[config.mk]
export PLATFORM = sky130hd
export DESIGN_NAME = stack_push_pop_exec
export DESIGN_NICKNAME = d
export VERILOG_FILES = /design/src/rtl/stack_exec_pkg.sv /design/src/rtl/ptr_step.sv /design/src/rtl/stack_push_pop_exec.sv
export SDC_FILE = /design/constraint.sdc
export NUM_CORES = 1
export LEC_CHECK = 0
export BUFFER_PORTS_ARGS = -buffer_cell sky130_fd_sc_hd__buf_2
export CAP_MARGIN = 15
export CORE_MARGIN = 2
export CORE_UTILIZATION = 40
export DETAILED_ROUTE_END_ITERATION = 8
export HOLD_SLACK_MARGIN = 0.08
export MAX_ROUTING_LAYER = met4
export PLACE_DENSITY = 0.62
export SETUP_SLACK_MARGIN = 0.05
export SYNTH_ARGS = -nofsm -noshare
export SYNTH_HDL_FRONTEND = slang
export SYNTH_HIERARCHICAL = 1
export SYNTH_SLANG_ARGS = --single-unit
[constraint.sdc]
create_clock -name clock -period 9.6 [get_ports clock]
set_clock_uncertainty 0.2 [all_clocks]
set_input_delay 0.96 -clock clock [delete_from_list [all_inputs] [get_ports clock]]
set_output_delay 0.96 -clock clock [all_outputs]
set_load 0.05 [all_outputs]
[src/rtl/stack_exec_pkg.sv]
// Constants and types shared by the stack instruction execution logic.
`default_nettype none
package stack_exec_pkg;
  localparam logic [7:0] OPC_USER_POP_DEC  = 8'h92;
  localparam logic [7:0] OPC_USER_POP_INC  = 8'h93;
  localparam logic [7:0] OPC_PUSH_DIRECT   = 8'h70;
  localparam logic [7:0] OPC_PUSH_INDIRECT = 8'h71;
  localparam logic [7:0] OPC_USER_PUSH_DEC = 8'h82;
  localparam logic [7:0] OPC_USER_PUSH_INC = 8'h83;
  localparam logic [7:0] STACK_PTR_HIGH_ADDR = 8'hD8;
  localparam logic [7:0] STACK_PTR_LOW_ADDR  = 8'hD9;
  localparam logic [1:0] USER_INSTR_BYTES = 2'h3;
  localparam logic [1:0] PUSH_INSTR_BYTES = 2'h2;
  localparam int         EXEC_CYCLES = 8;
  localparam logic [2:0] LAST_STEP   = 3'(EXEC_CYCLES - 1);
  localparam logic [7:0] BYTE_RESET  = 8'h00;
  localparam logic [15:0] WORD_RESET = 16'h0000;
  typedef enum logic [1:0] {
    ST_IDLE = 2'b01,
    ST_EXEC = 2'b10
  } exec_state_t;
endpackage
`default_nettype wire

[src/rtl/ptr_step.sv]
// Pointer increment or decrement that wraps within its own width.
`default_nettype none
module ptr_step #(
  parameter int W = 8
) (
  input  wire logic [W-1:0] value,
  input  wire logic         dec,
  output logic      [W-1:0] result
);
  assign result = dec ? (value - W'(1)) : (value + W'(1));
endmodule
`default_nettype wire

[src/rtl/stack_push_pop_exec.sv]
// Sequencer for system push and the four user-stack instructions.
// Function
// - Pop decrement: copy first, then lower pointer.
// - Opcode 92: three bytes, eight cycles.
// - Pop increment: copy first, then raise pointer.
// - Opcode 93: three bytes, eight cycles.
// - System push: lower pointer, then write stack.
// - Opcode 70: direct source, two bytes, eight cycles.
// - Opcode 71: indirect source, eight cycles.
// - Stack pointer is one 16-bit wrapping value.
// - Push decrement: lower pointer, then write.
// - Opcode 82: three bytes, eight cycles.
// - Push increment: raise pointer, then write.
// - Opcode 83: three bytes, eight cycles.
// - No status flag is ever changed.
// - User pointer is a register-file register.
// - Stack pointer bytes live at D8, D9.
`default_nettype none
module stack_push_pop_exec (
  input  wire logic        clock,
  input  wire logic        rst_n,
  input  wire logic        ce,
  input  wire logic        start,
  input  wire logic [7:0]  opcode,
  input  wire logic [7:0]  opnd1,
  input  wire logic [7:0]  opnd2,
  output logic             busy,
  output logic             done,
  output logic [1:0]       instr_bytes,
  output logic [7:0]       rf_raddr,
  input  wire logic [7:0]  rf_rdata,
  output logic             rf_we,
  output logic [7:0]       rf_waddr,
  output logic [7:0]       rf_wdata,
  output logic             stk_we,
  output logic [15:0]      stk_addr,
  output logic [7:0]       stk_wdata,
  output logic             flags_we
);
  logic rst_meta_ff;
  logic rst_sync_n;
  always_ff @(posedge clock or negedge rst_n) begin
    if (!rst_n) begin
      rst_meta_ff <= 1'b0;
      rst_sync_n  <= 1'b0;
    end else begin
      rst_meta_ff <= 1'b1;
      rst_sync_n  <= rst_meta_ff;
    end
  end

  stack_exec_pkg::exec_state_t state_ff, nxt_state;
  logic [2:0]  step_ff, nxt_step;
  logic [7:0]  opc_ff, nxt_opc;
  logic [7:0]  op1_ff, nxt_op1;
  logic [7:0]  op2_ff, nxt_op2;
  logic [7:0]  ptr_ff, nxt_ptr;
  logic [7:0]  data_ff, nxt_data;
  logic [15:0] sp_ff, nxt_sp;
  logic [1:0]  bytes_ff, nxt_bytes;
  logic [7:0]  raddr_ff, nxt_raddr;
  logic        we_ff, nxt_we;
  logic [7:0]  waddr_ff, nxt_waddr;
  logic [7:0]  wdata_ff, nxt_wdata;
  logic        stk_we_ff, nxt_stk_we;
  logic [15:0] stk_addr_ff, nxt_stk_addr;
  logic [7:0]  stk_wdata_ff, nxt_stk_wdata;
  logic        done_ff, nxt_done;

  logic        is_pop;
  logic        is_pushu;
  logic        is_dec;
  logic        is_ind;
  logic        legal;
  logic [7:0]  ptr_new;
  logic [15:0] sp_new;

  assign is_pop   = (opc_ff == stack_exec_pkg::OPC_USER_POP_DEC) ||
                    (opc_ff == stack_exec_pkg::OPC_USER_POP_INC);
  assign is_pushu = (opc_ff == stack_exec_pkg::OPC_USER_PUSH_DEC) ||
                    (opc_ff == stack_exec_pkg::OPC_USER_PUSH_INC);
  assign is_dec   = (opc_ff == stack_exec_pkg::OPC_USER_POP_DEC) ||
                    (opc_ff == stack_exec_pkg::OPC_USER_PUSH_DEC);
  assign is_ind   = (opc_ff == stack_exec_pkg::OPC_PUSH_INDIRECT);
  assign legal    = (opcode == stack_exec_pkg::OPC_USER_POP_DEC) ||
                    (opcode == stack_exec_pkg::OPC_USER_POP_INC) ||
                    (opcode == stack_exec_pkg::OPC_USER_PUSH_DEC) ||
                    (opcode == stack_exec_pkg::OPC_USER_PUSH_INC) ||
                    (opcode == stack_exec_pkg::OPC_PUSH_DIRECT) ||
                    (opcode == stack_exec_pkg::OPC_PUSH_INDIRECT);

  ptr_step #(.W(8)) u_user_step (
    .value  (ptr_ff),
    .dec    (is_dec),
    .result (ptr_new)
  );

  ptr_step #(.W(16)) u_sys_step (
    .value  (sp_ff),
    .dec    (1'b1),
    .result (sp_new)
  );

  // The register file read is asynchronous on the registered address, so a
  // read issued in one step is captured in the next; this keeps every bus
  // output on a flip-flop at the price of one step per read.
  always_comb begin
    nxt_state     = state_ff;
    nxt_step      = step_ff;
    nxt_opc       = opc_ff;
    nxt_op1       = op1_ff;
    nxt_op2       = op2_ff;
    nxt_ptr       = ptr_ff;
    nxt_data      = data_ff;
    nxt_sp        = sp_ff;
    nxt_bytes     = bytes_ff;
    nxt_raddr     = raddr_ff;
    nxt_we        = 1'b0;
    nxt_waddr     = waddr_ff;
    nxt_wdata     = wdata_ff;
    nxt_stk_we    = 1'b0;
    nxt_stk_addr  = stk_addr_ff;
    nxt_stk_wdata = stk_wdata_ff;
    nxt_done      = 1'b0;
    unique case (state_ff)
      stack_exec_pkg::ST_IDLE: begin
        // Opcodes outside this block are ignored and never make it busy.
        if (start && legal) begin
          nxt_state = stack_exec_pkg::ST_EXEC;
          nxt_step  = 3'h0;
          nxt_opc   = opcode;
          nxt_op1   = opnd1;
          nxt_op2   = opnd2;
          nxt_bytes = ((opcode == stack_exec_pkg::OPC_PUSH_DIRECT) ||
                       (opcode == stack_exec_pkg::OPC_PUSH_INDIRECT)) ?
                      stack_exec_pkg::PUSH_INSTR_BYTES : stack_exec_pkg::USER_INSTR_BYTES;
        end
      end
      stack_exec_pkg::ST_EXEC: begin
        nxt_step = step_ff + 3'h1;
        if (step_ff == stack_exec_pkg::LAST_STEP) begin
          nxt_state = stack_exec_pkg::ST_IDLE;
          nxt_done  = 1'b1;
        end
        if (is_pop || is_pushu) begin
          unique case (step_ff)
            3'h0: nxt_raddr = op1_ff;
            3'h1: begin
              nxt_ptr   = rf_rdata;
              nxt_raddr = is_pop ? rf_rdata : op2_ff;
            end
            3'h2: nxt_data = rf_rdata;
            3'h3: begin
              nxt_we    = 1'b1;
              nxt_waddr = is_pop ? op2_ff : op1_ff;
              nxt_wdata = is_pop ? data_ff : ptr_new;
            end
            3'h4: begin
              nxt_we    = 1'b1;
              nxt_waddr = is_pop ? op1_ff : ptr_new;
              nxt_wdata = is_pop ? ptr_new : data_ff;
            end
            default: ;
          endcase
        end else begin
          unique case (step_ff)
            3'h0: nxt_raddr = op1_ff;
            3'h1: begin
              if (is_ind) begin
                nxt_ptr   = rf_rdata;
                nxt_raddr = rf_rdata;
              end else begin
                nxt_data  = rf_rdata;
                nxt_raddr = stack_exec_pkg::STACK_PTR_HIGH_ADDR;
              end
            end
            3'h2: begin
              if (is_ind) begin
                nxt_data  = rf_rdata;
                nxt_raddr = stack_exec_pkg::STACK_PTR_HIGH_ADDR;
              end else begin
                nxt_sp[15:8] = rf_rdata;
                nxt_raddr    = stack_exec_pkg::STACK_PTR_LOW_ADDR;
              end
            end
            3'h3: begin
              if (is_ind) begin
                nxt_sp[15:8] = rf_rdata;
                nxt_raddr    = stack_exec_pkg::STACK_PTR_LOW_ADDR;
              end else begin
                nxt_sp[7:0] = rf_rdata;
              end
            end
            3'h4: begin
              if (is_ind) begin
                nxt_sp[7:0] = rf_rdata;
              end
            end
            3'h5: begin
              nxt_we    = 1'b1;
              nxt_waddr = stack_exec_pkg::STACK_PTR_LOW_ADDR;
              nxt_wdata = sp_new[7:0];
            end
            3'h6: begin
              nxt_we    = 1'b1;
              nxt_waddr = stack_exec_pkg::STACK_PTR_HIGH_ADDR;
              nxt_wdata = sp_new[15:8];
            end
            3'h7: begin
              nxt_stk_we    = 1'b1;
              nxt_stk_addr  = sp_new;
              nxt_stk_wdata = data_ff;
            end
            default: ;
          endcase
        end
      end
      default: nxt_state = stack_exec_pkg::ST_IDLE;
    endcase
  end

  always_ff @(posedge clock or negedge rst_sync_n) begin
    if (!rst_sync_n) begin
      state_ff     <= stack_exec_pkg::ST_IDLE;
      step_ff      <= 3'h0;
      opc_ff       <= stack_exec_pkg::BYTE_RESET;
      op1_ff       <= stack_exec_pkg::BYTE_RESET;
      op2_ff       <= stack_exec_pkg::BYTE_RESET;
      ptr_ff       <= stack_exec_pkg::BYTE_RESET;
      data_ff      <= stack_exec_pkg::BYTE_RESET;
      sp_ff        <= stack_exec_pkg::WORD_RESET;
      bytes_ff     <= 2'h0;
      raddr_ff     <= stack_exec_pkg::BYTE_RESET;
      we_ff        <= 1'b0;
      waddr_ff     <= stack_exec_pkg::BYTE_RESET;
      wdata_ff     <= stack_exec_pkg::BYTE_RESET;
      stk_we_ff    <= 1'b0;
      stk_addr_ff  <= stack_exec_pkg::WORD_RESET;
      stk_wdata_ff <= stack_exec_pkg::BYTE_RESET;
      done_ff      <= 1'b0;
    end else if (ce) begin
      state_ff     <= nxt_state;
      step_ff      <= nxt_step;
      opc_ff       <= nxt_opc;
      op1_ff       <= nxt_op1;
      op2_ff       <= nxt_op2;
      ptr_ff       <= nxt_ptr;
      data_ff      <= nxt_data;
      sp_ff        <= nxt_sp;
      bytes_ff     <= nxt_bytes;
      raddr_ff     <= nxt_raddr;
      we_ff        <= nxt_we;
      waddr_ff     <= nxt_waddr;
      wdata_ff     <= nxt_wdata;
      stk_we_ff    <= nxt_stk_we;
      stk_addr_ff  <= nxt_stk_addr;
      stk_wdata_ff <= nxt_stk_wdata;
      done_ff      <= nxt_done;
    end
  end

  assign busy        = (state_ff == stack_exec_pkg::ST_EXEC);
  assign done        = done_ff;
  assign instr_bytes = bytes_ff;
  assign rf_raddr    = raddr_ff;
  assign rf_we       = we_ff;
  assign rf_waddr    = waddr_ff;
  assign rf_wdata    = wdata_ff;
  assign stk_we      = stk_we_ff;
  assign stk_addr    = stk_addr_ff;
  assign stk_wdata   = stk_wdata_ff;
  assign flags_we    = 1'b0;

  logic accept;
  assign accept = ce && start && legal && (state_ff == stack_exec_pkg::ST_IDLE);

  property p_done_len;
    @(posedge clock) disable iff (!rst_sync_n)
    accept ##1 ce [*8] |=> done_ff;
  endproperty
  a_done_len: assert property (p_done_len) else $error("done not after eight steps");

  property p_pop_dec_order;
    @(posedge clock) disable iff (!rst_sync_n || !ce)
    (busy && opc_ff == stack_exec_pkg::OPC_USER_POP_DEC && step_ff == 3'h3) |=>
      (we_ff && waddr_ff == op2_ff && wdata_ff == data_ff) ##1
      (we_ff && waddr_ff == op1_ff && wdata_ff == 8'(ptr_ff - 8'h01));
  endproperty
  a_pop_dec_order: assert property (p_pop_dec_order) else $error("pop dec order wrong");

  property p_pop_inc_order;
    @(posedge clock) disable iff (!rst_sync_n || !ce)
    (busy && opc_ff == stack_exec_pkg::OPC_USER_POP_INC && step_ff == 3'h3) |=>
      (we_ff && waddr_ff == op2_ff) ##1
      (we_ff && waddr_ff == op1_ff && wdata_ff == 8'(ptr_ff + 8'h01));
  endproperty
  a_pop_inc_order: assert property (p_pop_inc_order) else $error("pop inc order wrong");

  property p_push_dec_order;
    @(posedge clock) disable iff (!rst_sync_n || !ce)
    (busy && opc_ff == stack_exec_pkg::OPC_USER_PUSH_DEC && step_ff == 3'h3) |=>
      (we_ff && waddr_ff == op1_ff && wdata_ff == 8'(ptr_ff - 8'h01)) ##1
      (we_ff && waddr_ff == 8'(ptr_ff - 8'h01) && wdata_ff == data_ff);
  endproperty
  a_push_dec_order: assert property (p_push_dec_order) else $error("push dec order wrong");

  property p_push_inc_order;
    @(posedge clock) disable iff (!rst_sync_n || !ce)
    (busy && opc_ff == stack_exec_pkg::OPC_USER_PUSH_INC && step_ff == 3'h3) |=>
      (we_ff && waddr_ff == op1_ff) ##1
      (we_ff && waddr_ff == 8'(ptr_ff + 8'h01) && wdata_ff == data_ff);
  endproperty
  a_push_inc_order: assert property (p_push_inc_order) else $error("push inc order wrong");

  property p_pop_indirect;
    @(posedge clock) disable iff (!rst_sync_n || !ce)
    (busy && is_pop && step_ff == 3'h1) |->
      (rf_raddr == op1_ff) ##1 (rf_raddr == $past(rf_rdata) && rf_raddr == ptr_ff);
  endproperty
  a_pop_indirect: assert property (p_pop_indirect) else $error("pop not via pointer");

  property p_sp_wrap;
    @(posedge clock) disable iff (!rst_sync_n)
    $rose(stk_we_ff) |-> (stk_addr_ff == 16'(sp_ff - 16'h0001));
  endproperty
  a_sp_wrap: assert property (p_sp_wrap) else $error("stack address not sp minus one");

  property p_sp_map;
    @(posedge clock) disable iff (!rst_sync_n || !ce)
    (busy && !is_pop && !is_pushu && step_ff == 3'h5) |=>
      (we_ff && waddr_ff == stack_exec_pkg::STACK_PTR_LOW_ADDR) ##1
      (we_ff && waddr_ff == stack_exec_pkg::STACK_PTR_HIGH_ADDR) ##1
      (stk_we_ff && !we_ff);
  endproperty
  a_sp_map: assert property (p_sp_map) else $error("stack pointer update order wrong");

  property p_no_flags;
    @(posedge clock) disable iff (!rst_sync_n)
    busy |-> !flags_we;
  endproperty
  a_no_flags: assert property (p_no_flags) else $error("flags written");

  c_pop:  cover property (@(posedge clock) disable iff (!rst_sync_n)
    (busy && is_pop) ##[1:8] done_ff);
  c_push: cover property (@(posedge clock) disable iff (!rst_sync_n) stk_we_ff && is_ind);
  c_wrap: cover property (@(posedge clock) disable iff (!rst_sync_n) stk_we_ff && stk_addr_ff == 16'hFFFF);
  c_pushu: cover property (@(posedge clock) disable iff (!rst_sync_n) busy && is_pushu && we_ff);
endmodule
`default_nettype wire
==> impl_metrics.env, run 1 <==
export IMPL_path_max_fanout=22
export IMPL_io_buffers=89
export IMPL_slew_violations=0
export IMPL_status="finished, final reports clean"
export IMPL_fmax_ghz=0.2498
export IMPL_reg2reg_depth=12
export IMPL_whs_ns=0.08721
export IMPL_clock_latency_ns=0.43
export IMPL_path_class="flip-flop to flip-flop"
export IMPL_post_route_period_util_pct=41.70
export IMPL_power_density_nw_per_um2=172.3
export IMPL_cts_buffers=17
export IMPL_h_tree_depth=4
export IMPL_die_h_um=131.7
export IMPL_overflow=0
export IMPL_r2r_end="rf_waddr[6]$_DFFE_PN0P_"
export IMPL_netlist_top_cells_area="dfrtp_1 44%, mux2_2 14%, ha_1 5.0%, nand2_1 3.2%, a21oi_1 2.9%"
export IMPL_postCtsSetupRepairBufs=0
export IMPL_reg2reg_from="opc_ff[3]$_DFFE_PN0P_"
export IMPL_start_util_pct=41.06
export IMPL_synth_top_area_share_pct=44.12
export IMPL_antenna_left=0
export IMPL_antenna_found_initial=0
export IMPL_grt_pass1_vias=5198
export IMPL_cts_tree="done"
export IMPL_critPathRequiredTime_ns=9.71
export IMPL_cts_root_buf="clkbuf_16"
export IMPL_period_minus_slack_ns=4.003
export IMPL_relSlewSlack_pct=29.28
export IMPL_io_pins=91
export IMPL_post_synth_top_count_cell="dfrtp_1"
export IMPL_tightest_slew_ns=1.061
export IMPL_synth_distinct_cells=64
export IMPL_crit_path_start_kind="flip-flop"
export IMPL_synthTopCellsByCount="115 x dfrtp_1, 83 x mux2_2, 55 x nand2_1, 38 x a21oi_1, 30 x nor2_1"
export IMPL_setup_tns_ns=0
export IMPL_seq_area_frac_synth_pct=44.52
export IMPL_globalplace_congestion=0.9167
export IMPL_die_w_um=131.7
export IMPL_rows=46
export IMPL_cts_reportedPaths_clkPinSlew_ns=0.06
export IMPL_grt_pass1_wl_mm=28.24
export IMPL_drv_cap=0
export IMPL_worst_ep_arrival_time_ns=4.11
export IMPL_ir_drop_uv=129.3
export IMPL_setup_viol_count_final=0
export IMPL_dr_first_iter_drc_count=416
export IMPL_vias=5132
export IMPL_layout_nets=771
export IMPL_core_area_um2=15890
export IMPL_p_leak_nw=3.915
export IMPL_diodes=0
export IMPL_cts_resized=0
export IMPL_min_path_type="flip-flop to asynchronous set/reset pin"
export IMPL_ys_seq_elements=116
export IMPL_wirelength_mm=17.42
export IMPL_layout_drive_gt1_share_pct=31.25
export IMPL_yosys_area_top_type="dfrtp_1"
export IMPL_syn_inst=605
export IMPL_numClockSinks=116
export IMPL_async_reset_ff_share_pct=100.0
export IMPL_end_kind="flip-flop"
export IMPL_grt_max_degree=81
export IMPL_hold_buffers=0
export IMPL_ys_flop_type="dfrtp_1"
export IMPL_first_pass_iters=5
export IMPL_r2r_slack_ns=5.60
export IMPL_synth_edff_count=0
export IMPL_area_growth_pct=20.74
export IMPL_final_hold_viol_count=0
export IMPL_hpwl_mm=12.90
export IMPL_yosysWarnings=6
export IMPL_clockBufferDepth=2
export IMPL_avgSynthCellArea_um2=10.78
export IMPL_dieArea_um2=17340
export IMPL_wire_per_inst_um=18.62
export IMPL_syn_area_um2=6523
export IMPL_rsz0062_at_grt="false"
export IMPL_vias_per_cell=5.483
export IMPL_drc=0
export IMPL_grt_usage_pct=21.49
## kinds of logic (layout without fill, tap and decap cells)
group / count (synthesis) / in the layout / synth area share, %
DFF: 116 / 116 / 44.52
AOI/OAI and AO/OA: 147 / 147 / 16.02
other: 2 / 18 / 0.1151
muxes: 100 / 100 / 16.94
buffers and inverters: 43 / 142 / 2.724
and+or+nand+nor: 145 / 145 / 10.86
adders and majority gates: 28 / 28 / 5.601
xor gates and xnor gates: 24 / 24 / 3.223
## flip-flops by register name, summed over array words and instances (netlist names)
register	count
sp_ff	16
stk_addr	16
data_ff	8
op1_ff	8
op2_ff	8
opc_ff	8
ptr_ff	8
rf_raddr	8
rf_waddr	8
rf_wdata	8
stk_wdata	8
step_ff	3
instr_bytes	2
state_ff	2
done	1
rf_we	1
rst_meta_ff	1
rst_sync_n	1
stk_we	1
## per-stage QoR
step | instance area, um^2 | power (mW) | std cells | utilization [%] | worst slack [ns]
final | 7875 | 1.357 | 936 | 49.57 | 5.597
after global routing | 7875 | 1.410 | 936 | 49.57 | 5.251
after CTS | 7833 | 1.365 | 934 | 49.31 | 5.672
after detailed placement | 7207 | 0.6934 | 902 | 45.37 | 5.661
after global placement | 7207 | 0.6888 | 902 | 45.37 | 5.848
after floorplan | 6583 | 0.6424 | 621 | - | 5.931
## final cells by class
class	instances	area (um^2)
Tap cell	216	270.3
Sequential cell	116	2908
Clock inverter	13	182.7
Inverter	16	60.06
Timing Repair Buffer	94	510.5
Fill cell	1488	8010
Multi-Input combinational cell	462	3501
Clock buffer	19	442.9
## worst max-delay path by stage
| stage | startpoint | slack, ns | depth (start not counted) | to |
|---|---|---|---|---|
| after floorplan | rst_sync_n$_DFF_PN0_ | 5.93 | 0 | data_ff[0]$_DFFE_PN0P_ |
| after global placement | opc_ff[3]$_DFFE_PN0P_ | 5.85 | 12 | rf_waddr[6]$_DFFE_PN0P_ |
| after detailed placement | opc_ff[3]$_DFFE_PN0P_ | 5.66 | 12 | rf_waddr[6]$_DFFE_PN0P_ |
| after CTS | opc_ff[3]$_DFFE_PN0P_ | 5.67 | 12 | rf_waddr[6]$_DFFE_PN0P_ |
| after global routing | opc_ff[3]$_DFFE_PN0P_ | 5.25 | 12 | rf_waddr[6]$_DFFE_PN0P_ |
| final | opc_ff[3]$_DFFE_PN0P_ | 5.60 | 12 | rf_waddr[6]$_DFFE_PN0P_ |
## power by group
| group | total (mW) | internal, mW | switching, mW |
|---|---|---|---|
| logic | 0.157 | 0.0569 | 0.100 |
| registers | 0.532 | 0.508 | 0.0242 |
| clock network | 0.668 | 0.439 | 0.229 |
| total | 1.36 | 1.00 | 0.354 |
## cells in the final DEF, fill, tap and decap left out, drive strengths merged, types with 15 or more instances in the layout
| cell type | n |
|---|---|
| mux2 | 83 |
| conb | 18 |
| clkbuf | 19 |
| dfrtp | 115 |
| inv | 15 |
| mux2i | 17 |
| a21oi | 38 |
| o21ai | 26 |
| buf | 94 |
| ha | 26 |
| nand2 | 55 |
| nor2 | 30 |
| xnor2 | 16 |
## critical path: stages, from the launching register on
cell and delay (ns):
dfrtp_1 0.42, nor2_1 0.30, nand2_1 0.55, nor2_1 0.69
ha_1 0.41, a211oi_1 0.29, or4b_1 0.17, o2111ai_1 0.16
and3_1 0.23, a211oi_1 0.22, a31oi_1 0.06, nor2_1 0.10
o21ai_0 0.09
## per-layer routing
layer | share of wire [%] | GRT usage [%] | up-vias
met1 | 47 | 28.70 | 2522
met4 | 2.0 | 7.428 | 0
met5 | 0 | - | -
met2 | 45 | 32.11 | 165
met3 | 6.0 | 5.131 | 27
li1 | - | - | 2418
Power figures use the tool's default switching activity.
==> run 2, diff against run 1 <==
Settings changed: PLACE_DENSITY 0.62 to 0.64.
Clock period 9.6 ns to 3.4 ns, I/O delays scaled along.
==> run 2 against run 1 <==
  * Final cell count is 3.6% higher
  * Power grew to 2.9 times the previous value
  * Fmax is 24% higher
==> impl_metrics.env, run 2 (synthesis results as in run 1) <==
export IMPL_status="finished, final reports clean"
export IMPL_critPathLaunch="opc_ff[6]$_DFFE_PN0P_"
export IMPL_wirelength_mm=17.79
export IMPL_grt_usage_pct=21.76
export IMPL_path_class="flip-flop to flip-flop"
export IMPL_h_tree_depth=4
export IMPL_area_growth_pct=25.57
export IMPL_cp_common_cell="nor2_1"
export IMPL_layout_nets=805
export IMPL_whs_path_depth=2
export IMPL_vias_per_cell=5.532
export IMPL_rsz0062_at_grt="true"
export IMPL_start_util_pct=41.06
export IMPL_drc=0
export IMPL_seq_power_share_pct=38.8
export IMPL_cp_slowest_stage_delay_ns=0.40
export IMPL_rows=46
export IMPL_io_buffers=89
export IMPL_reg2reg_depth=13
export IMPL_grt_max_degree=56
export IMPL_p_leak_nw=4.066
export IMPL_final_common_cell="dfrtp_1"
export IMPL_die_h_um=131.7
export IMPL_overflow=0
export IMPL_fillers=1444
export IMPL_vias=5366
export IMPL_power_density_nw_per_um2=474.3
export IMPL_hpwl_mm=13.19
export IMPL_dieArea_um2=17340
export IMPL_grt_pass1_wl_mm=28.70
export IMPL_clockBufferDepth=2
export IMPL_regArea_um2=2908
export IMPL_fmax_ghz=0.3103
export IMPL_cts_buffers=17
export IMPL_internal_power_mw=2.858
export IMPL_r2r_slack_ns=0.18
export IMPL_numClockSinks=116
export IMPL_dr_first_iter_drc_count=412
export IMPL_crit_path_start_kind="flip-flop"
export IMPL_switching_share_pct=26.44
export IMPL_critPathRequiredTime_ns=3.51
export IMPL_r2r_end="rf_waddr[4]$_DFFE_PN0P_"
export IMPL_tightest_slew_ns=0.7754
export IMPL_cts_tree="done"
export IMPL_worst_ep_arrival_time_ns=3.33
export IMPL_wire_per_inst_um=18.34
export IMPL_first_pass_iters=5
export IMPL_setup_viol_count_final=0
export IMPL_path_max_fanout=8
export IMPL_post_route_period_util_pct=94.79
export IMPL_cp_cell_sequence="and4bb_2, nand2_1, nor2_1, buf_4, ha_1, a21o_2, a21oi_1, xnor2_1, and3_1, a211oi_1, a31oi_1, nor2_1, o21ai_0"
export IMPL_min_delay_start="rf_rdata[7]"
export IMPL_final_hold_viol_count=0
export IMPL_multi_input_area_um2=3520
export IMPL_cp_depth=13
export IMPL_setup_tns_ns=0
export IMPL_cts_reportedPaths_clkPinSlew_ns=0.06
export IMPL_cts_root_buf="clkbuf_16"
export IMPL_slew_violations=0
export IMPL_p_sw_mw=1.027
export IMPL_drv_cap=0
export IMPL_layout_common_cells="114 x dfrtp_1, 89 x buf_2, 83 x mux2_2"
export IMPL_antenna_found_initial=0
export IMPL_layout_drive_gt1_share_pct=32.10
export IMPL_die_w_um=131.7
export IMPL_cp_num_buf_inv=1
export IMPL_critPathTopFamily="simple AND/OR/NAND/NOR gates"
export IMPL_clock_latency_ns=0.43
export IMPL_grt_pass1_vias=5354
export IMPL_reg2reg_from="opc_ff[6]$_DFFE_PN0P_"
export IMPL_clockPowerShare_pct=49.2
export IMPL_ir_drop_uv=373.8
export IMPL_diodes=0
export IMPL_crit_path_end="rf_waddr[4]$_DFFE_PN0P_"
export IMPL_relSlewSlack_pct=48.30
export IMPL_end_kind="flip-flop"
export IMPL_final_area_um2=8190
export IMPL_core_area_um2=15890
export IMPL_postCtsSetupRepairBufs=0
export IMPL_antenna_left=0
export IMPL_combPwrFrac_pct=12.0
export IMPL_dpl_cell_area_um2=7317
export IMPL_io_pins=91
export IMPL_period_minus_slack_ns=3.223
export IMPL_slowest_stage="dfrtp_1"
export IMPL_globalplace_congestion=0.9373
export IMPL_min_path_type="input port to flip-flop"
## run 2: changes by cell type in the layout (fill, tap and decap cells not counted), sizes merged
| cell | change |
|---|---|
| buf | +11 |
| clkbuf | -1 |
| dlygate4sd3 | +23 |
| clkinvlp | -1 |
| clkinv | +2 |
## run 2: metrics by stage
step                worst slack [ns]  util [%]  instances  power (mW)  hold WS, ns
floorplan                     0.1974         -        621       1.814      -0.1556
global placement              0.3209     46.06        915       1.959     -0.07233
detailed placement            0.2838     46.06        915       1.970     -0.07029
CTS                           0.2432     51.44        970       3.914      0.08910
global route                 0.04551     51.56        970       4.040      0.09418
finish                        0.1770     51.56        970       3.884      0.08667
## run 2: cell type report
type | instances | share of cell area, %
sequential | 116 | 35.50
clock inverter | 14 | 2.261
inverter | 16 | 0.7333
timing repair buffer | 128 | 9.869
multi-input combinational | 462 | 42.97
tap | 216 | 3.300
clock buffer | 18 | 5.362
## run 2: worst min-delay path by stage
stage	end	slack, ns
2_1_floorplan	rst_meta_ff$_DFF_PN0_	-0.16
3_3_place_gp	rst_meta_ff$_DFF_PN0_	-0.07
3_5_place_dp	rst_meta_ff$_DFF_PN0_	-0.07
4_1_cts	sp_ff[15]$_DFFE_PN0P_	0.09
5_1_grt	sp_ff[15]$_DFFE_PN0P_	0.09
6_report	ptr_ff[7]$_DFFE_PN0P_	0.09
## run 2: timing repair
item | 4_1_cts | 5_1_grt
hold buffers | 23 | 0
endpoints found under the setup margin | 0 | 3
gates resized for setup | 0 | 5
endpoints found under the hold margin | 30 | 0
## run 2: power groups by stage
| stage | clock [mW] | sequential [mW] | combinational (mW) |
|---|---|---|---|
| global route | 2.01 | 1.52 | 0.515 |
| floorplan | 0 | 1.53 | 0.283 |
| finish | 1.91 | 1.51 | 0.467 |
| detailed placement | 0 | 1.53 | 0.440 |
| global placement | 0 | 1.53 | 0.433 |
| CTS | 1.94 | 1.51 | 0.464 |
## run 2: layer usage
metal / routed length, um / GRT usage (%)
met1: 8278 / 29.67
met3: 1087 / 4.977
met5: 0 / -
met2: 8012 / 31.53
met4: 412 / 8.394
